### config.mk
export PLATFORM = sky130hd
export DESIGN_NAME = ifp_core
export DESIGN_NICKNAME = d
export VERILOG_FILES = /design/src/ifp_pkg.sv /design/src/ifp_core.sv
export SDC_FILE = /design/constraint.sdc
export NUM_CORES = 1
export LEC_CHECK = 0
export ABC_AREA = 1
export BUFFER_PORTS_ARGS = -buffer_cell sky130_fd_sc_hd__buf_2
export CAP_MARGIN = 30
export CORE_ASPECT_RATIO = 1.4
export CORE_MARGIN = 10
export CORE_UTILIZATION = 55
export DETAILED_ROUTE_END_ITERATION = 7
export PLACE_DENSITY = 0.76
export SYNTH_ARGS = -nofsm -noshare
export SYNTH_HDL_FRONTEND = slang
export SYNTH_SLANG_ARGS = --single-unit
### constraint.sdc
create_clock -name clk -period 4.3 [get_ports clk]
set_clock_uncertainty 0.2 [all_clocks]
set_input_delay 0 -clock clk [delete_from_list [all_inputs] [get_ports clk]]
set_output_delay 0 -clock clk [all_outputs]
set_load 0.005 [all_outputs]
### src/ifp_pkg.sv
package ifp_pkg;

  // Widths of the program counter, instruction word and data address.
  localparam int PC_W = 21;
  localparam int PCW_W = 20;
  localparam int IW_W = 16;
  localparam int DA_W = 12;
  localparam int DD_W = 8;
  localparam int BANK_W = 4;
  localparam int OFF_W = 8;

  // Program counter values, counted in instruction words.
  localparam logic [PCW_W-1:0] PC_RESET_WORD = 20'h00000;
  localparam logic [PCW_W-1:0] PC_STEP_WORD = 20'h00001;
  localparam logic [PCW_W-1:0] PC_BRANCH_BACK = 20'h00001;
  localparam logic PC_LSB = 1'b0;

  // Opcode prefixes, matched on the top bits of the word.
  localparam logic [3:0] OP_MOVE_FULL = 4'hc;
  localparam logic [3:0] OP_SECOND_WORD = 4'hf;
  localparam logic [4:0] OP_BRANCH_REL = 5'h1a;
  localparam logic [7:0] OP_JUMP_ABS = 8'hef;
  localparam logic [6:0] OP_CALL_ABS = 7'h76;
  localparam logic [9:0] OP_PTR_LOAD = 10'h3b8;
  localparam logic [6:0] OP_TEST_SKIP = 7'h33;

  // Field positions inside an instruction word.
  localparam int ACCESS_SEL_BIT = 8;
  localparam int REL_OFF_W = 11;
  localparam int ABS_LO_W = 8;
  localparam int LIT_W = 12;

  // Fast-access window: low half from bank zero, high half from bank 15.
  localparam logic [OFF_W-1:0] ACC_SPLIT = 8'h80;
  localparam logic [BANK_W-1:0] ACC_LO_BANK = 4'h0;
  localparam logic [BANK_W-1:0] ACC_HI_BANK = 4'hf;
  localparam logic [DD_W-1:0] DATA_ZERO = 8'h00;

  // Four non-overlapping phases of one instruction cycle.
  typedef enum logic [3:0] {
    phase_one = 4'h1,
    phase_two = 4'h2,
    phase_three = 4'h4,
    phase_four = 4'h8
  } ifp_phase_t;

endpackage : ifp_pkg

### src/ifp_core.sv
// Behaviour
// RULE1: Plain instructions take one instruction cycle; PC-changing ones take two.
// RULE2: Taken branch flushes the fetched word to a NOP while fetching the target.
// RULE3: Program memory is byte addressed; instructions are two or four bytes.
// RULE4: Instruction low byte sits at even address, high byte at next odd one.
// RULE5: Program counter steps by two bytes per word; its lowest bit is zero.
// RULE6: Absolute jump and call load the word address into counter bits 20..1.
// RULE7: Relative branch offset counts words, so the byte displacement is double.
// RULE8: Four two-word instructions; second word has 1111 on top, 12-bit literal.
// RULE9: Second word run straight after its first supplies the literal to it.
// RULE10: A 1111-prefixed word run on its own executes as a no-operation.
// RULE11: Data locations carry 12-bit addresses, up to 4096 bytes.
// RULE12: Data memory is 16 banks of 256 bytes, all implemented.
// RULE13: Reads from unimplemented data locations return zero.
// RULE14: Every data location is reachable across all banks.
// RULE15: A 256-byte fast window reaches registers and low bank zero, ignoring bank.
// RULE16: Clock splits into four phases; counter steps in phase one, fetch latches in four.
// RULE17: Operand is read in phase two and destination written in phase four.
// RULE18: Fast window is bank zero 00-7f followed by bank fifteen 80-ff.
// RULE19: Access bit 1 uses bank select value; bit 0 uses the fast window.
// RULE20: A finished non-branching two-word instruction continues four bytes on.
`timescale 1ns/1ns

module ifp_core #(
  parameter int NUM_BANKS = 16
) (
  input wire logic clk,
  input wire logic rst_b,
  output logic [ifp_pkg::PC_W-1:0] pm_addr,
  input wire logic [ifp_pkg::IW_W-1:0] pm_rdata,
  input wire logic [ifp_pkg::BANK_W-1:0] bank_select_value,
  output logic [ifp_pkg::DA_W-1:0] dm_addr,
  output logic dm_rd,
  output logic dm_wr,
  output logic [ifp_pkg::DD_W-1:0] dm_wdata,
  input wire logic [ifp_pkg::DD_W-1:0] dm_rdata
);

  ////////////////////////////////////////////////////////////////////////////
  // State.

  ifp_pkg::ifp_phase_t phase, next_phase;
  logic [ifp_pkg::PCW_W-1:0] pc, next_pc;
  logic [ifp_pkg::IW_W-1:0] ir, next_ir;
  logic ir_valid, next_ir_valid;
  logic ir_second, next_ir_second;
  logic fetch_live, next_fetch_live;
  logic rd_req, next_rd_req;
  logic rd_hit, next_rd_hit;
  logic [ifp_pkg::DD_W-1:0] operand, next_operand;
  logic prev_move, next_prev_move;
  logic [ifp_pkg::PC_W-1:0] next_pm_addr;
  logic [ifp_pkg::DA_W-1:0] next_dm_addr;
  logic next_dm_rd;
  logic next_dm_wr;
  logic [ifp_pkg::DD_W-1:0] next_dm_wdata;

  ////////////////////////////////////////////////////////////////////////////
  // Decode of the word in the execute stage.

  logic first_ok;
  logic is_move, is_jump, is_call, is_ptr, is_bra, is_test;
  logic two_word, plain_read;
  logic [ifp_pkg::OFF_W-1:0] f_off;
  logic [ifp_pkg::DA_W-1:0] file_addr, rd_addr;
  logic [ifp_pkg::PCW_W-1:0] abs_target, rel_target;
  logic [ifp_pkg::PCW_W-1:0] rel_words;

  // A 1111-prefixed word is only meaningful as a tracked second word.
  always_comb begin
    first_ok = ir_valid && !ir_second
      && (ir[15:12] != ifp_pkg::OP_SECOND_WORD); // RULE10
    is_move = first_ok && (ir[15:12] == ifp_pkg::OP_MOVE_FULL);
    is_jump = first_ok && (ir[15:8] == ifp_pkg::OP_JUMP_ABS);
    is_call = first_ok && (ir[15:9] == ifp_pkg::OP_CALL_ABS);
    is_ptr = first_ok && (ir[15:6] == ifp_pkg::OP_PTR_LOAD);
    is_bra = first_ok && (ir[15:11] == ifp_pkg::OP_BRANCH_REL);
    is_test = first_ok && (ir[15:9] == ifp_pkg::OP_TEST_SKIP);
    two_word = is_move || is_jump || is_call || is_ptr; // RULE8
    plain_read = first_ok && !two_word && !is_bra;
    f_off = ir[ifp_pkg::OFF_W-1:0];
    // Access bit chooses banked or fast-window addressing.
    if (ir[ifp_pkg::ACCESS_SEL_BIT]) begin
      file_addr = {bank_select_value, f_off}; // RULE19 RULE14
    end else if (f_off < ifp_pkg::ACC_SPLIT) begin
      file_addr = {ifp_pkg::ACC_LO_BANK, f_off}; // RULE15 RULE18
    end else begin
      file_addr = {ifp_pkg::ACC_HI_BANK, f_off}; // RULE18
    end
    // The full move carries its whole 12-bit source address.
    rd_addr = is_move ? ir[ifp_pkg::LIT_W-1:0] : file_addr; // RULE11
    // The incoming second word holds the upper target bits.
    abs_target = {pm_rdata[ifp_pkg::LIT_W-1:0],
                  ir[ifp_pkg::ABS_LO_W-1:0]}; // RULE6 RULE9
    rel_words = {{(ifp_pkg::PCW_W-ifp_pkg::REL_OFF_W)
                  {ir[ifp_pkg::REL_OFF_W-1]}},
                 ir[ifp_pkg::REL_OFF_W-1:0]};
    // The counter already points two words past the branch.
    rel_target = pc - ifp_pkg::PC_BRANCH_BACK + rel_words; // RULE7
  end

  ////////////////////////////////////////////////////////////////////////////
  // Phase sequencing, fetch and execute.

  logic branch, skip;
  logic [ifp_pkg::PCW_W-1:0] fetch_word;

  // Every action is tied to one phase, so memories see one strobe per cycle.
  always_comb begin
    next_phase = phase;
    next_pc = pc;
    next_ir = ir;
    next_ir_valid = ir_valid;
    next_ir_second = ir_second;
    next_fetch_live = fetch_live;
    next_rd_req = rd_req;
    next_rd_hit = rd_hit;
    next_operand = operand;
    next_pm_addr = pm_addr;
    next_dm_addr = dm_addr;
    next_dm_rd = 1'b0;
    next_dm_wr = 1'b0;
    next_dm_wdata = dm_wdata;
    branch = 1'b0;
    skip = 1'b0;
    fetch_word = pc;
    case (phase)
      ifp_pkg::phase_one: begin
        next_phase = ifp_pkg::phase_two; // RULE16
        next_rd_req = is_move || is_test || plain_read;
        next_rd_hit = int'(rd_addr[ifp_pkg::DA_W-1 -: ifp_pkg::BANK_W])
          < NUM_BANKS; // RULE12
        next_dm_addr = rd_addr;
        next_dm_rd = next_rd_req && next_rd_hit; // RULE17
      end
      ifp_pkg::phase_two: begin
        next_phase = ifp_pkg::phase_three;
        // Read data arrives in the same cycle as the strobe.
        if (rd_req) begin
          next_operand = rd_hit ? dm_rdata : ifp_pkg::DATA_ZERO; // RULE13
        end
      end
      ifp_pkg::phase_three: begin
        next_phase = ifp_pkg::phase_four;
        // A tracked second word of the full move writes its destination.
        if (ir_valid && ir_second && ir[15:12] == ifp_pkg::OP_SECOND_WORD
            && prev_move) begin
          next_dm_addr = ir[ifp_pkg::LIT_W-1:0]; // RULE9
          next_dm_wdata = operand;
          next_dm_wr = int'(ir[ifp_pkg::LIT_W-1 -: ifp_pkg::BANK_W])
            < NUM_BANKS; // RULE17 RULE13
        end
      end
      ifp_pkg::phase_four: begin
        next_phase = ifp_pkg::phase_one;
        // Jumps resolve here, with the second word on the fetch bus.
        if (is_jump || is_call) begin
          branch = 1'b1;
          fetch_word = abs_target; // RULE6
        end else if (is_bra) begin
          branch = 1'b1;
          fetch_word = rel_target; // RULE7
        end
        skip = is_test && (operand == ifp_pkg::DATA_ZERO);
        // Latch the fetched word; a relative branch or skip kills it.
        next_fetch_live = 1'b1;
        next_ir = pm_rdata; // RULE16 RULE4
        // Jumps keep their second word, so only single-word branches flush.
        next_ir_valid = fetch_live
          && !((branch && !two_word) || skip); // RULE2 RULE1
        next_ir_second = two_word; // RULE9 RULE10
        // Counter steps by one word as the next fetch starts.
        next_pm_addr = {fetch_word, ifp_pkg::PC_LSB}; // RULE5 RULE3
        next_pc = fetch_word + ifp_pkg::PC_STEP_WORD; // RULE5 RULE20
      end
      default: begin
        next_phase = ifp_pkg::phase_four;
      end
    endcase
  end

  ////////////////////////////////////////////////////////////////////////////
  // Memory of which first word owns the second word now executing.

  // Only the full move acts on its second word; jump and call already used it.
  always_comb begin
    next_prev_move = prev_move;
    if (phase == ifp_pkg::phase_four) begin
      next_prev_move = is_move;
    end
  end

  ////////////////////////////////////////////////////////////////////////////
  // Registers.

  // Reset starts in phase four so the first fetch of word zero begins at once.
  always_ff @(posedge clk or negedge rst_b) begin
    if (!rst_b) begin
      phase <= ifp_pkg::phase_four;
      pc <= ifp_pkg::PC_RESET_WORD;
      ir <= '0;
      ir_valid <= 1'b0;
      ir_second <= 1'b0;
      fetch_live <= 1'b0;
      rd_req <= 1'b0;
      rd_hit <= 1'b0;
      operand <= ifp_pkg::DATA_ZERO;
      prev_move <= 1'b0;
      pm_addr <= '0;
      dm_addr <= '0;
      dm_rd <= 1'b0;
      dm_wr <= 1'b0;
      dm_wdata <= ifp_pkg::DATA_ZERO;
    end else begin
      phase <= next_phase;
      pc <= next_pc;
      ir <= next_ir;
      ir_valid <= next_ir_valid;
      ir_second <= next_ir_second;
      fetch_live <= next_fetch_live;
      rd_req <= next_rd_req;
      rd_hit <= next_rd_hit;
      operand <= next_operand;
      prev_move <= next_prev_move;
      pm_addr <= next_pm_addr;
      dm_addr <= next_dm_addr;
      dm_rd <= next_dm_rd;
      dm_wr <= next_dm_wr;
      dm_wdata <= next_dm_wdata;
    end
  end

endmodule : ifp_core

==> results of run 1 <==
[sequential cells by signal, summed over array words and instances, names as in the netlist]
register    count
dm_wr           1
ir_second       1
dm_wdata        8
ir             16
pc             20
rd_hit          1
rd_req          1
ir_valid        1
operand         8
dm_addr        12
prev_move       1
fetch_live      1
pm_addr        20
dm_rd           1
phase           4
[final timing paths]
path | depth (start not counted) | endpoint | startpoint
worst max-delay path | 20 | pc[16]$_DFFE_PN0P_ | ir[1]$_DFFE_PN0P_
worst min-delay path | 2 | dm_addr[4]$_DFFE_PN0P_ | rst_b
worst max register to register | 20 | pc[16]$_DFFE_PN0P_ | ir[1]$_DFFE_PN0P_
worst min register to register | 2 | pm_addr[11]$_DFFE_PN0P_ | pm_addr[11]$_DFFE_PN0P_
max in group asynchronous | 3 | pm_addr[14]$_DFFE_PN0P_ | rst_b
min in group clk | 4 | ir[15]$_DFFE_PN0P_ | pm_rdata[15]
[synthesized netlist by cell type, types with 2 or more instances]
cell / n / area [um2]
sky130_fd_sc_hd__nand2_1: 241 / 904.6
sky130_fd_sc_hd__inv_1: 161 / 604.3
sky130_fd_sc_hd__dfrtp_1: 95 / 2377
sky130_fd_sc_hd__o21ai_0: 84 / 420.4
sky130_fd_sc_hd__nand3_1: 64 / 320.3
sky130_fd_sc_hd__nor2_1: 55 / 206.5
sky130_fd_sc_hd__ha_1: 38 / 475.5
sky130_fd_sc_hd__nand2_2: 23 / 143.9
sky130_fd_sc_hd__a21oi_1: 20 / 100.1
sky130_fd_sc_hd__nand4_1: 15 / 93.84
sky130_fd_sc_hd__clkbuf_1: 11 / 41.29
sky130_fd_sc_hd__o21ai_1: 8 / 40.04
sky130_fd_sc_hd__inv_2: 7 / 26.28
sky130_fd_sc_hd__nand3_2: 7 / 70.07
sky130_fd_sc_hd__or2_2: 7 / 43.79
sky130_fd_sc_hd__nor3_1: 6 / 30.03
sky130_fd_sc_hd__buf_2: 5 / 25.02
sky130_fd_sc_hd__nor2_2: 5 / 31.28
sky130_fd_sc_hd__nor2_4: 5 / 56.30
sky130_fd_sc_hd__buf_6: 4 / 45.04
sky130_fd_sc_hd__nand3b_1: 4 / 30.03
sky130_fd_sc_hd__xor2_1: 4 / 35.03
sky130_fd_sc_hd__buf_1: 3 / 11.26
sky130_fd_sc_hd__nand2_4: 3 / 33.78
sky130_fd_sc_hd__nor3_2: 3 / 30.03
sky130_fd_sc_hd__nor4_1: 3 / 18.77
sky130_fd_sc_hd__o221ai_1: 3 / 26.28
sky130_fd_sc_hd__clkinv_1: 2 / 7.510
sky130_fd_sc_hd__nand3_4: 2 / 35.03
sky130_fd_sc_hd__nor2_8: 2 / 40.04
sky130_fd_sc_hd__o21bai_1: 2 / 15.01
sky130_fd_sc_hd__o31ai_1: 2 / 15.01
[power by group through the flow]
stage	combinational (W)	clock [W]	sequential, W
CTS	0.00144	0.000741	0.00109
floorplan	0.00106	0	0.00110
global placement	0.00139	0	0.00110
global route	0.00166	0.000772	0.00110
finish	0.00145	0.000728	0.00109
detailed placement	0.00141	0	0.00111
[cell type report]
type / instances / area (um2)
clock buffer: 10 / 229.0
timing repair buffer: 107 / 700.7
clock inverter: 5 / 32.53
multi-input combinational: 617 / 3331
inverter: 172 / 649.4
tap: 147 / 183.9
fill: 1033 / 4173
sequential: 96 / 2404
[per-stage QoR]
| step | utilization, % | setup WS, ps |
|---|---|---|
| after CTS | 64.34 | 906.6 |
| after floorplan | - | 1273 |
| final | 64.34 | 890.9 |
| after detailed placement | 59.63 | 953.8 |
| after global routing | 64.34 | 653.7 |
| after global placement | 59.56 | 1026 |
[logic make-up (layout without fill, tap and decap cells)]
| logic type | after synthesis | after routing | synth area share (%) |
|---|---|---|---|
| flops | 96 | 96 | 36.89 |
| compound gates | 126 | 126 | 10.39 |
| fa+ha+maj | 39 | 39 | 7.604 |
| other cells | 1 | 1 | 0.05755 |
| simple gates | 447 | 447 | 32.34 |
| buf+inv | 197 | 294 | 12.19 |
| xor+xnor | 4 | 4 | 0.5376 |
[layer usage]
layer	wire length, um	GRT usage, %	part of all wire [%]
met5	0	0	0
met1	7384	25.21	43
met3	845	2.858	4.9
met4	489	9.097	2.8
met2	8618	35.95	50
[worst register-to-register path, delay by kind of cell (launching register included)]
| family | cells | cell delay [ps] |
|---|---|---|
| flip-flops | 1 | 350 |
| adder cells (fa/ha/maj) | 3 | 980 |
| AND/OR/NAND/NOR | 14 | 1610 |
| buffers and inverters | 3 | 150 |
==> metrics.txt, run 1 <==
# TYPE chip_impl_metric gauge
chip_impl_info{name="status",value="completed"} 1
chip_impl_metric{name="cts_num_sinks",unit=""} 96
chip_impl_metric{name="grt_pass1_wl",unit="mm"} 28.60
chip_impl_metric{name="insertedDiodeCount",unit=""} 0
chip_impl_metric{name="synth_enable_flop_cells",unit=""} 0
chip_impl_metric{name="worst-path-max-fanout",unit=""} 4
chip_impl_metric{name="least_margin_pin_slew",unit="ps"} 899.2
chip_impl_metric{name="post-route-drc-count",unit=""} 0
chip_impl_metric{name="dpl.cell_count",unit=""} 1110
chip_impl_metric{name="via_count_of_the_first_global_routing_pass",unit=""} 5829
chip_impl_metric{name="ant_nets",unit=""} 0
chip_impl_metric{name="proportion_of_register_bits_with_asynchronous_set_or_reset_after_synthesis",unit="%"} 100.0
chip_impl_metric{name="final.period_utilization",unit="%"} 79.28
chip_impl_info{name="clk_root_buffer_cell",value="sky130_fd_sc_hd__clkbuf_16"} 1
chip_impl_metric{name="antenna_violations_before_repair",unit=""} 0
chip_impl_metric{name="pwr-share-comb",unit="%"} 44.3
chip_impl_metric{name="total_number_of_nets_in_the_final_design",unit=""} 1072
chip_impl_metric{name="placed_area",unit="um2"} 6978
chip_impl_metric{name="postRouteWirelength",unit="mm"} 17.34
chip_impl_metric{name="fin_hold_ws",unit="ps"} 29.22
chip_impl_info{name="cp_slowest_cell",value="sky130_fd_sc_hd__fa_1"} 1
chip_impl_metric{name="synth.net_count",unit=""} 979
chip_impl_metric{name="seq_area_frac_synth",unit="%"} 36.89
chip_impl_metric{name="cts_repair_resize_count",unit=""} 0
chip_impl_info{name="worst_setup_path_start_kind",value="flop"} 1
chip_impl_metric{name="worst-path-buf-inv",unit=""} 3
chip_impl_metric{name="dr.pass1.iters",unit=""} 5
chip_impl_info{name="layout.cells.most_common",value="sky130_fd_sc_hd__nand2_1"} 1
chip_impl_metric{name="slew_headroom",unit="%"} 39.99
chip_impl_metric{name="sw_frac_of_total",unit="%"} 40.87
chip_impl_info{name="yosys_most_used_dff",value="sky130_fd_sc_hd__dfrtp_1"} 1
chip_impl_metric{name="drive_above_1_share",unit="%"} 16.19
chip_impl_metric{name="timing.final.crit_period",unit="ps"} 3409
chip_impl_metric{name="die_height",unit="um"} 148.8
chip_impl_metric{name="vdd_ir_drop_max",unit="mV"} 0.1817
chip_impl_metric{name="powerDensity",unit="nW/um2"} 434.1
chip_impl_metric{name="timing.fmax",unit="MHz"} 293.3
chip_impl_info{name="end_kind",value="flop"} 1
chip_impl_metric{name="final-max-slew-violation-count",unit=""} 0
chip_impl_metric{name="htree_num_levels",unit=""} 3
chip_impl_metric{name="initial_core_util",unit="%"} 55.68
chip_impl_metric{name="maxCapViolations",unit=""} 0
chip_impl_info{name="layout.cells.most_common_list",value="sky130_fd_sc_hd__nand2_1, sky130_fd_sc_hd__inv_1, sky130_fd_sc_hd__dfrtp_1, sky130_fd_sc_hd__o21ai_0, sky130_fd_sc_hd__buf_2"} 1
chip_impl_metric{name="p_seq_share",unit="%"} 33.4
chip_impl_metric{name="ys.warnings.count",unit=""} 0
chip_impl_info{name="worstPathCellList",value="inv_1, ha_1, inv_1, ha_1, fa_1, nand2_1, inv_1, or2_2, nand3_1, nand3_1, nand2_1, nand2_2, nor2_8, nand4_2, nor2_2, nand2_2, nor2_4, nand3_1, nand2_1, nand2_1"} 1
chip_impl_metric{name="dr_total_vias",unit=""} 6093
chip_impl_metric{name="synthesized_area_per_cell",unit="um2"} 7.161
chip_impl_metric{name="cts_inserted_buffers",unit=""} 9
chip_impl_info{name="grt_setup_unrepaired",value="false"} 1
chip_impl_metric{name="timing_hold_violations_final",unit=""} 0
chip_impl_metric{name="core_area",unit="um2"} 11700
chip_impl_metric{name="clk-insertion-delay-late",unit="ps"} 340
chip_impl_metric{name="worst_path_largest_cell_delay",unit="ps"} 450
chip_impl_metric{name="cts.reportedPaths.clkPinSlew",unit="ps"} 70
chip_impl_metric{name="synthesis.area",unit="um2"} 6516
chip_impl_metric{name="route.detailed.vias_per_inst",unit=""} 5.280
chip_impl_metric{name="global_route.overflow_total",unit=""} 0
chip_impl_metric{name="instances_no_fill",unit=""} 1154
chip_impl_info{name="timing.hold.worst.class",value="input port to async pin"} 1
chip_impl_metric{name="worstPathRequired",unit="ps"} 4330
chip_impl_metric{name="post-cts-setup-buffers",unit=""} 0
chip_impl_metric{name="setup.reg_to_reg.worst_slack",unit="ps"} 890
chip_impl_info{name="worst-setup-path-type",value="flop to flop"} 1
chip_impl_metric{name="post-layout-total-power",unit="W"} 0.003269
chip_impl_metric{name="synthCells",unit=""} 910
chip_impl_metric{name="grtUsageTotal",unit="%"} 20.78
chip_impl_metric{name="finalSetupTns",unit="ps"} 0
chip_impl_info{name="critical-path-top-delay-family",value="simple AND/OR/NAND/NOR gates"} 1
chip_impl_metric{name="horizontal_die_dimension",unit="um"} 112.0
chip_impl_metric{name="gp_congestion",unit=""} 0.9420
chip_impl_metric{name="number_of_cell_rows",unit=""} 47
chip_impl_metric{name="detail_route.wl_per_cell",unit="um"} 15.02
chip_impl_metric{name="boundaryPins",unit=""} 73
chip_impl_metric{name="io_buffers",unit=""} 71
chip_impl_metric{name="final-setup-viol-count",unit=""} 0
chip_impl_metric{name="ys_ff_latch",unit=""} 96
chip_impl_metric{name="clockBufferDepth",unit=""} 2
chip_impl_metric{name="critical_path_at",unit="ps"} 3440
chip_impl_info{name="tritoncts_clock_tree",value="built"} 1
chip_impl_metric{name="die_area",unit="um2"} 16660
chip_impl_metric{name="total_half_perimeter_wirelength_after_legalization_and_detailed_placement",unit="mm"} 12.92
chip_impl_metric{name="leakage",unit="nW"} 4.175
chip_impl_metric{name="syn_to_final_growth",unit="%"} 15.55
chip_impl_metric{name="synth_cell_type_count",unit=""} 48
chip_impl_metric{name="grt_max_degree",unit=""} 79
chip_impl_metric{name="cell_int_power",unit="W"} 0.001933
chip_impl_metric{name="layout.cell_area.non_filler",unit="um2"} 7530
chip_impl_metric{name="power.share.clock",unit="%"} 22.3
chip_impl_metric{name="hold_buffers",unit=""} 29
chip_impl_metric{name="power.switching",unit="W"} 0.001336
chip_impl_info{name="critPathMostFrequentCell",value="sky130_fd_sc_hd__nand2_1"} 1
chip_impl_metric{name="detail_route.iter0.violations",unit=""} 429
(Power assumes the default switching activity.)
==> inputs of run 2 (changes only) <==
==> constraint.sdc (replaced) <==
create_clock -name clk -period 3.4 [get_ports clk]
set_clock_uncertainty 0.2 [all_clocks]
set_input_delay 0 -clock clk [delete_from_list [all_inputs] [get_ports clk]]
set_output_delay 0 -clock clk [all_outputs]
set_load 0.005 [all_outputs]
==> run 2 against run 1 <==
Maximum frequency rose by 5.2%. Non-clock buffer count rose by 10. Final area rose by 3.0%. Global-route usage rose by 0.40 points. First-iteration DRC count rose by 15%. Sequential share of layout area fell by 0.92 points. Die area did not move. Critical path depth did not move. Final cell count rose by 0.95%. Routed wire length rose by 2.5%. Total power rose by 33%. Largest cell class unchanged.
==> metrics.txt, run 2 (synthesis gave the netlist of run 1 again) <==
# TYPE chip_impl_metric gauge
chip_impl_info{name="status",value="completed"} 1
chip_impl_metric{name="number_of_cell_rows",unit=""} 47
chip_impl_metric{name="htree_num_levels",unit=""} 3
chip_impl_metric{name="setup.reg_to_reg.worst_slack",unit="ps"} 160
chip_impl_metric{name="vdd_ir_drop_max",unit="mV"} 0.2474
chip_impl_metric{name="gp_congestion",unit=""} 0.9139
chip_impl_metric{name="leakage",unit="nW"} 4.252
chip_impl_info{name="grt_setup_unrepaired",value="true"} 1
chip_impl_metric{name="cts_inserted_buffers",unit=""} 9
chip_impl_metric{name="met3WireLength",unit="mm"} 1.029
chip_impl_info{name="layout_top_registers",value="pc x20, pm_addr x20, ir x16"} 1
chip_impl_metric{name="core_area",unit="um2"} 11700
chip_impl_info{name="timing.hold.worst.class",value="input port to async pin"} 1
chip_impl_metric{name="timing_hold_violations_final",unit=""} 0
chip_impl_metric{name="timing.final.crit_period",unit="ps"} 3241
chip_impl_metric{name="boundaryPins",unit=""} 73
chip_impl_metric{name="cts.reportedPaths.clkPinSlew",unit="ps"} 70
chip_impl_info{name="routed.top_layer",value="met4"} 1
chip_impl_metric{name="least_margin_pin_slew",unit="ps"} 928.6
chip_impl_info{name="worst_setup_path_start_kind",value="flop"} 1
chip_impl_metric{name="dr.pass1.iters",unit=""} 5
chip_impl_metric{name="total_half_perimeter_wirelength_after_legalization_and_detailed_placement",unit="mm"} 13.01
chip_impl_metric{name="total_number_of_nets_in_the_final_design",unit=""} 1082
chip_impl_metric{name="instances_no_fill",unit=""} 1165
chip_impl_metric{name="critical_path_at",unit="ps"} 3280
chip_impl_metric{name="drive_above_1_share",unit="%"} 19.06
chip_impl_metric{name="die_height",unit="um"} 148.8
chip_impl_metric{name="insertedDiodeCount",unit=""} 0
chip_impl_metric{name="powerDensity",unit="nW/um2"} 561.7
chip_impl_metric{name="worstPathRequired",unit="ps"} 3430
chip_impl_metric{name="syn_to_final_growth",unit="%"} 18.99
chip_impl_metric{name="dr_total_vias",unit=""} 6137
chip_impl_metric{name="maxCapViolations",unit=""} 0
chip_impl_metric{name="grt_max_degree",unit=""} 79
chip_impl_metric{name="io_buffers",unit=""} 71
chip_impl_metric{name="worst_r2r_path_depth",unit=""} 20
chip_impl_metric{name="die_area",unit="um2"} 16660
chip_impl_metric{name="detail_route.wl_per_cell",unit="um"} 15.26
chip_impl_metric{name="cts_num_sinks",unit=""} 96
chip_impl_info{name="end_kind",value="flop"} 1
chip_impl_info{name="setup.worst_path.start",value="ir[1]$_DFFE_PN0P_"} 1
chip_impl_metric{name="dpl.cell_count",unit=""} 1115
chip_impl_info{name="endpoint_of_the_worst_slack_reg_to_reg_timing_path",value="pc[16]$_DFFE_PN0P_"} 1
chip_impl_metric{name="antenna_violations_before_repair",unit=""} 0
chip_impl_metric{name="final-setup-viol-count",unit=""} 0
chip_impl_info{name="tritoncts_clock_tree",value="built"} 1
chip_impl_metric{name="worst-path-max-fanout",unit=""} 4
chip_impl_metric{name="fin_hold_ws",unit="ps"} 61.14
chip_impl_metric{name="route.detailed.vias_per_inst",unit=""} 5.268
chip_impl_metric{name="met1Wirelength",unit="mm"} 7.282
chip_impl_metric{name="ant_nets",unit=""} 0
chip_impl_metric{name="via_count_of_the_first_global_routing_pass",unit=""} 6053
chip_impl_metric{name="met2_length",unit="mm"} 8.887
chip_impl_metric{name="global_route.overflow_total",unit=""} 0
chip_impl_metric{name="detail_route.iter0.violations",unit=""} 493
chip_impl_metric{name="multiInputGateArea",unit="um2"} 3422
chip_impl_info{name="layout.cells.most_common_list",value="sky130_fd_sc_hd__nand2_1, sky130_fd_sc_hd__inv_1, sky130_fd_sc_hd__dfrtp_1, sky130_fd_sc_hd__o21ai_0, sky130_fd_sc_hd__buf_2"} 1
chip_impl_metric{name="horizontal_die_dimension",unit="um"} 112.0
chip_impl_info{name="clk_root_buffer_cell",value="sky130_fd_sc_hd__clkbuf_16"} 1
chip_impl_metric{name="slew_headroom",unit="%"} 37.87
chip_impl_metric{name="num-fill-cells",unit=""} 978
chip_impl_metric{name="clockBufferDepth",unit=""} 2
chip_impl_metric{name="grtUsageTotal",unit="%"} 21.18
chip_impl_metric{name="postRouteWirelength",unit="mm"} 17.78
chip_impl_metric{name="initial_core_util",unit="%"} 55.68
chip_impl_metric{name="timing.fmax",unit="MHz"} 308.6
chip_impl_metric{name="grt_pass1_wl",unit="mm"} 29.28
chip_impl_metric{name="postLayoutSetupSlackWorst",unit="ps"} 159.4
chip_impl_info{name="setup.worst_path.end",value="pc[16]$_DFFE_PN0P_"} 1
chip_impl_metric{name="final.period_utilization",unit="%"} 95.31
chip_impl_info{name="worst-setup-path-type",value="flop to flop"} 1
chip_impl_info{name="layout.cells.most_common",value="sky130_fd_sc_hd__nand2_1"} 1
chip_impl_metric{name="sequential_cell_area",unit="um2"} 2404
chip_impl_metric{name="final-max-slew-violation-count",unit=""} 0
chip_impl_metric{name="clk-insertion-delay-late",unit="ps"} 340
chip_impl_info{name="crit-reg2reg-launch",value="ir[1]$_DFFE_PN0P_"} 1
chip_impl_metric{name="post-route-drc-count",unit=""} 0
chip_impl_metric{name="place_worst_setup_slack",unit="ps"} 2.552
## run 2: cell count changes in the layout (fill, tap and decap cells not counted), moves of 3 or more
cell	change
sky130_fd_sc_hd__ha_1	-3
sky130_fd_sc_hd__nor2_2	+4
sky130_fd_sc_hd__clkinv_2	-3
sky130_fd_sc_hd__clkinv_4	+3
sky130_fd_sc_hd__nor2_1	-6
sky130_fd_sc_hd__buf_4	+9
## run 2: how the worst min path moves through the flow
stage | from | end | cells past startpoint
after floorplan | rst_b | dm_addr[0]$_DFFE_PN0P_ | 0
after global placement | rst_b | pm_addr[1]$_DFFE_PN0P_ | 1
after detailed placement | rst_b | pm_addr[1]$_DFFE_PN0P_ | 1
after CTS | rst_b | pm_addr[1]$_DFFE_PN0P_ | 2
after global routing | rst_b | pm_addr[1]$_DFFE_PN0P_ | 2
final | rst_b | pm_addr[1]$_DFFE_PN0P_ | 2
## run 2: worst max-delay path: stages (launching register included)
cell,delay [ps]
sky130_fd_sc_hd__dfrtp_1,370
sky130_fd_sc_hd__inv_2,60
sky130_fd_sc_hd__ha_1,270
sky130_fd_sc_hd__inv_1,60
sky130_fd_sc_hd__ha_4,180
sky130_fd_sc_hd__fa_2,380
sky130_fd_sc_hd__nand2_1,70
sky130_fd_sc_hd__inv_1,40
sky130_fd_sc_hd__or2_2,280
sky130_fd_sc_hd__nand3_1,80
sky130_fd_sc_hd__nand3_1,90
sky130_fd_sc_hd__nand2_2,120
sky130_fd_sc_hd__nand2_4,80
sky130_fd_sc_hd__nor2_8,110
sky130_fd_sc_hd__nand4_4,110
sky130_fd_sc_hd__nor2_4,160
sky130_fd_sc_hd__nand2_4,80
sky130_fd_sc_hd__nor2_4,150
sky130_fd_sc_hd__nand3_1,80
sky130_fd_sc_hd__nand2_1,100
sky130_fd_sc_hd__nand2_1,50
## run 2: final cells by class
type	instances	area share, %
multi-input cells	617	44.13
well taps	147	2.372
flip-flops and latches	96	31.00
repair buffers	117	9.973
inverters	172	8.423
clock buffers	9	2.905
clock inverters	7	1.194
## run 2: repair_timing
action,4_1_cts,5_1_grt
buffers inserted,0,5
gates resized for setup,1,24
endpoints found under the hold margin,99,0
endpoints found under the setup margin,1,8
pin swaps,0,6
hold buffers,29,0
gates cloned,0,0
## run 2: metrics by stage
| stage | utilization [%] | area, um2 | setup TNS [ps] | total power, W |
|---|---|---|---|---|
| after floorplan | - | 6516 | 0 | 0.002723 |
| after global placement | 59.95 | 7015 | 0 | 0.003148 |
| after CTS | 65.17 | 7626 | 0 | 0.004282 |
| final | 66.26 | 7754 | 0 | 0.004355 |
| after detailed placement | 59.95 | 7015 | 0 | 0.003188 |
| after global routing | 66.26 | 7754 | -31.36 | 0.004705 |
## run 2: power by group
group          internal (W)  total (W)  switching [W]
Sequential          0.00130    0.00137      0.0000764
Combinational      0.000696    0.00192        0.00122
Clock              0.000587    0.00106       0.000473
## run 2: per-layer routing
layer  vias up  track usage (%)
met5         -                0
met2       188            36.83
li1       3068                -
met4         0            9.415
met1      2842            25.37
met3        39            3.100
==> inputs of run 3 (changes only) <==
--- a/config.mk
+++ b/config.mk
@@ -12,7 +12,7 @@
 export CORE_MARGIN = 10
 export CORE_UTILIZATION = 55
 export DETAILED_ROUTE_END_ITERATION = 7
-export PLACE_DENSITY = 0.76
+export PLACE_DENSITY_LB_ADDON = 0.12
 export SYNTH_ARGS = -nofsm -noshare
 export SYNTH_HDL_FRONTEND = slang
 export SYNTH_SLANG_ARGS = --single-unit
==> run 3 against run 2 <==
Utilization is 0.92 points higher. Worst hold slack better by 9.6 ps. Routed wire length hardly changed. Flip-flop and latch count stayed put. Die area stayed put. Global-route usage is 0.064 points higher.
==> metrics.txt, run 3 (synthesis gave the netlist of run 1 again) <==
# TYPE chip_impl_metric gauge
chip_impl_info{name="layout.cells.most_common_list",value="sky130_fd_sc_hd__nand2_1, sky130_fd_sc_hd__inv_1, sky130_fd_sc_hd__dfrtp_1, sky130_fd_sc_hd__o21ai_0, sky130_fd_sc_hd__buf_2"} 1
chip_impl_info{name="layout_top_registers",value="pc x20, pm_addr x20, ir x16"} 1
chip_impl_metric{name="ant_nets",unit=""} 0
chip_impl_metric{name="worst-path-buf-inv",unit=""} 3
chip_impl_metric{name="drive_above_1_share",unit="%"} 20.39
chip_impl_metric{name="dpl.cell_count",unit=""} 1119
chip_impl_metric{name="io_buffers",unit=""} 71
chip_impl_metric{name="dr.pass1.iters",unit=""} 5
chip_impl_info{name="worstPathCellList",value="inv_2, ha_4, inv_1, ha_4, fa_2, nand2_2, inv_1, or2_2, nand3_1, nand3_1, nand2_2, nand2_4, nor2_8, nand4_4, nor2_4, nand2_4, nor2_4, nand2_1, nand2_1, nand3_2"} 1
chip_impl_metric{name="timing_hold_violations_final",unit=""} 0
chip_impl_metric{name="postRouteWirelength",unit="mm"} 17.77
chip_impl_info{name="status",value="completed"} 1
chip_impl_metric{name="total_number_of_nets_in_the_final_design",unit=""} 1089
chip_impl_info{name="end_kind",value="flop"} 1
chip_impl_info{name="critical-path-top-delay-family",value="simple AND/OR/NAND/NOR gates"} 1
chip_impl_metric{name="post-route-drc-count",unit=""} 0
chip_impl_metric{name="worst-path-max-fanout",unit=""} 4
chip_impl_info{name="cp_slowest_cell",value="sky130_fd_sc_hd__fa_2"} 1
chip_impl_metric{name="slew_headroom",unit="%"} 49.48
chip_impl_metric{name="instances_no_fill",unit=""} 1172
chip_impl_metric{name="via_count_of_the_first_global_routing_pass",unit=""} 6035
chip_impl_metric{name="final.period_utilization",unit="%"} 95.47
chip_impl_metric{name="clockBufferDepth",unit=""} 2
chip_impl_metric{name="die_area",unit="um2"} 16660
chip_impl_metric{name="syn_to_final_growth",unit="%"} 20.64
chip_impl_metric{name="powerDensity",unit="nW/um2"} 560.9
chip_impl_metric{name="worst_path_largest_cell_delay",unit="ps"} 420
chip_impl_metric{name="finalSetupTns",unit="ps"} 0
chip_impl_info{name="worst_setup_path_start_kind",value="flop"} 1
chip_impl_metric{name="cts.reportedPaths.clkPinSlew",unit="ps"} 70
chip_impl_info{name="timing.hold.worst.class",value="input port to async pin"} 1
chip_impl_info{name="tritoncts_clock_tree",value="built"} 1
chip_impl_info{name="layout.cells.most_common",value="sky130_fd_sc_hd__nand2_1"} 1
chip_impl_metric{name="insertedDiodeCount",unit=""} 0
chip_impl_metric{name="least_margin_pin_slew",unit="ps"} 757.9
chip_impl_metric{name="finalCoreUtilization",unit="%"} 67.18
chip_impl_metric{name="htree_num_levels",unit=""} 3
chip_impl_metric{name="clk-insertion-delay-late",unit="ps"} 350
chip_impl_metric{name="num-fill-cells",unit=""} 1057
chip_impl_metric{name="grt_pass1_wl",unit="mm"} 29.45
chip_impl_metric{name="core_area",unit="um2"} 11700
chip_impl_metric{name="total_half_perimeter_wirelength_after_legalization_and_detailed_placement",unit="mm"} 13.43
chip_impl_metric{name="grtUsageTotal",unit="%"} 21.24
chip_impl_metric{name="horizontal_die_dimension",unit="um"} 112.0
chip_impl_metric{name="initial_core_util",unit="%"} 55.68
chip_impl_metric{name="sequential_cell_area",unit="um2"} 2404
chip_impl_info{name="clk_root_buffer_cell",value="sky130_fd_sc_hd__clkbuf_16"} 1
chip_impl_metric{name="global_route.overflow_total",unit=""} 0
chip_impl_metric{name="leakage",unit="nW"} 4.291
chip_impl_metric{name="grt_max_degree",unit=""} 61
chip_impl_metric{name="final-setup-viol-count",unit=""} 0
chip_impl_metric{name="cts_num_sinks",unit=""} 96
chip_impl_metric{name="detail_route.iter0.violations",unit=""} 516
chip_impl_metric{name="multiInputGateArea",unit="um2"} 3480
chip_impl_metric{name="gp_congestion",unit=""} 0.9151
chip_impl_metric{name="vdd_ir_drop_max",unit="mV"} 0.3272
chip_impl_metric{name="maxCapViolations",unit=""} 0
chip_impl_metric{name="post-layout-total-power",unit="W"} 0.004410
chip_impl_metric{name="cts_inserted_buffers",unit=""} 9
chip_impl_metric{name="route.detailed.vias_per_inst",unit=""} 5.189
chip_impl_metric{name="worstPathRequired",unit="ps"} 3440
chip_impl_metric{name="number_of_cell_rows",unit=""} 47
chip_impl_metric{name="dr_total_vias",unit=""} 6082
chip_impl_metric{name="final-max-slew-violation-count",unit=""} 0
chip_impl_metric{name="timing.final.crit_period",unit="ps"} 3246
chip_impl_metric{name="timing.fmax",unit="MHz"} 308.1
chip_impl_metric{name="boundaryPins",unit=""} 73
chip_impl_info{name="worst-setup-path-type",value="flop to flop"} 1
chip_impl_metric{name="antenna_violations_before_repair",unit=""} 0
chip_impl_metric{name="detail_route.wl_per_cell",unit="um"} 15.16
chip_impl_metric{name="die_height",unit="um"} 148.8
chip_impl_metric{name="critical_path_at",unit="ps"} 3280
==> run 3: cell type report <==
class	instances	area share (%)
timing repair buffer	124	10.54
tap	147	2.340
clock buffer	9	2.865
clock inverter	7	1.114
sequential	96	30.57
inverter	172	8.308
multi-input combinational	617	44.26
==> run 3: metrics by stage <==
step                      hold WS (ps)  setup WS, ps  cell area [um2]
final                            70.73         153.9             7861
after global routing             126.5        -65.72             7861
after CTS                        86.66         54.83             7651
after detailed placement        -78.83         22.51             7046
after global placement          -84.64         159.1             7046
after floorplan                 -495.6         372.9             6516
==> run 3: path summary, 6_finish.rpt <==
check | start | end | slack (ps) | cells past startpoint
min in group clk | pm_rdata[14] | ir[14]$_DFFE_PN0P_ | 210 | 4
max in group asynchronous | rst_b | phase[3]$_DFF_PN1_ | 2120 | 3
min | rst_b | dm_addr[3]$_DFFE_PN0P_ | 70 | 2
max | ir[1]$_DFFE_PN0P_ | pc[18]$_DFFE_PN0P_ | 150 | 20
max reg2reg | ir[1]$_DFFE_PN0P_ | pc[18]$_DFFE_PN0P_ | 150 | 20
min reg2reg | pm_addr[15]$_DFFE_PN0P_ | pm_addr[15]$_DFFE_PN0P_ | 280 | 2
==> run 3: worst register-to-register path, delay by kind of cell (launching register included) <==
kind	cells	cell delay (ps)
flip-flops	1	370
buffers and inverters	3	150
AND/OR/NAND/NOR	14	1540
adder cells (fa/ha/maj)	3	840
==> run 3: power by group <==
group          leakage (nW)  switching, W  total [W]  internal (W)
combinational          3.01       0.00124    0.00197      0.000730
sequential             1.12     0.0000802    0.00138       0.00130
clock                 0.154      0.000472    0.00106      0.000587
==> run 3: routing by layer <==
layer	share of wire (%)	global-route usage (%)	vias to the layer above
met5	0	0	-
met4	1.3	5.852	0
li1	-	-	3086
met2	51	37.44	153
met1	43	26.21	2823
met3	4.7	3.462	20
==> run 3: repair_timing <==
item,CTS,global route
endpoints found under the hold margin,102,0
setup endpoints to repair,2,9
gates resized for setup,1,34
hold buffers,29,0
pin swaps,0,10
setup buffers,0,8
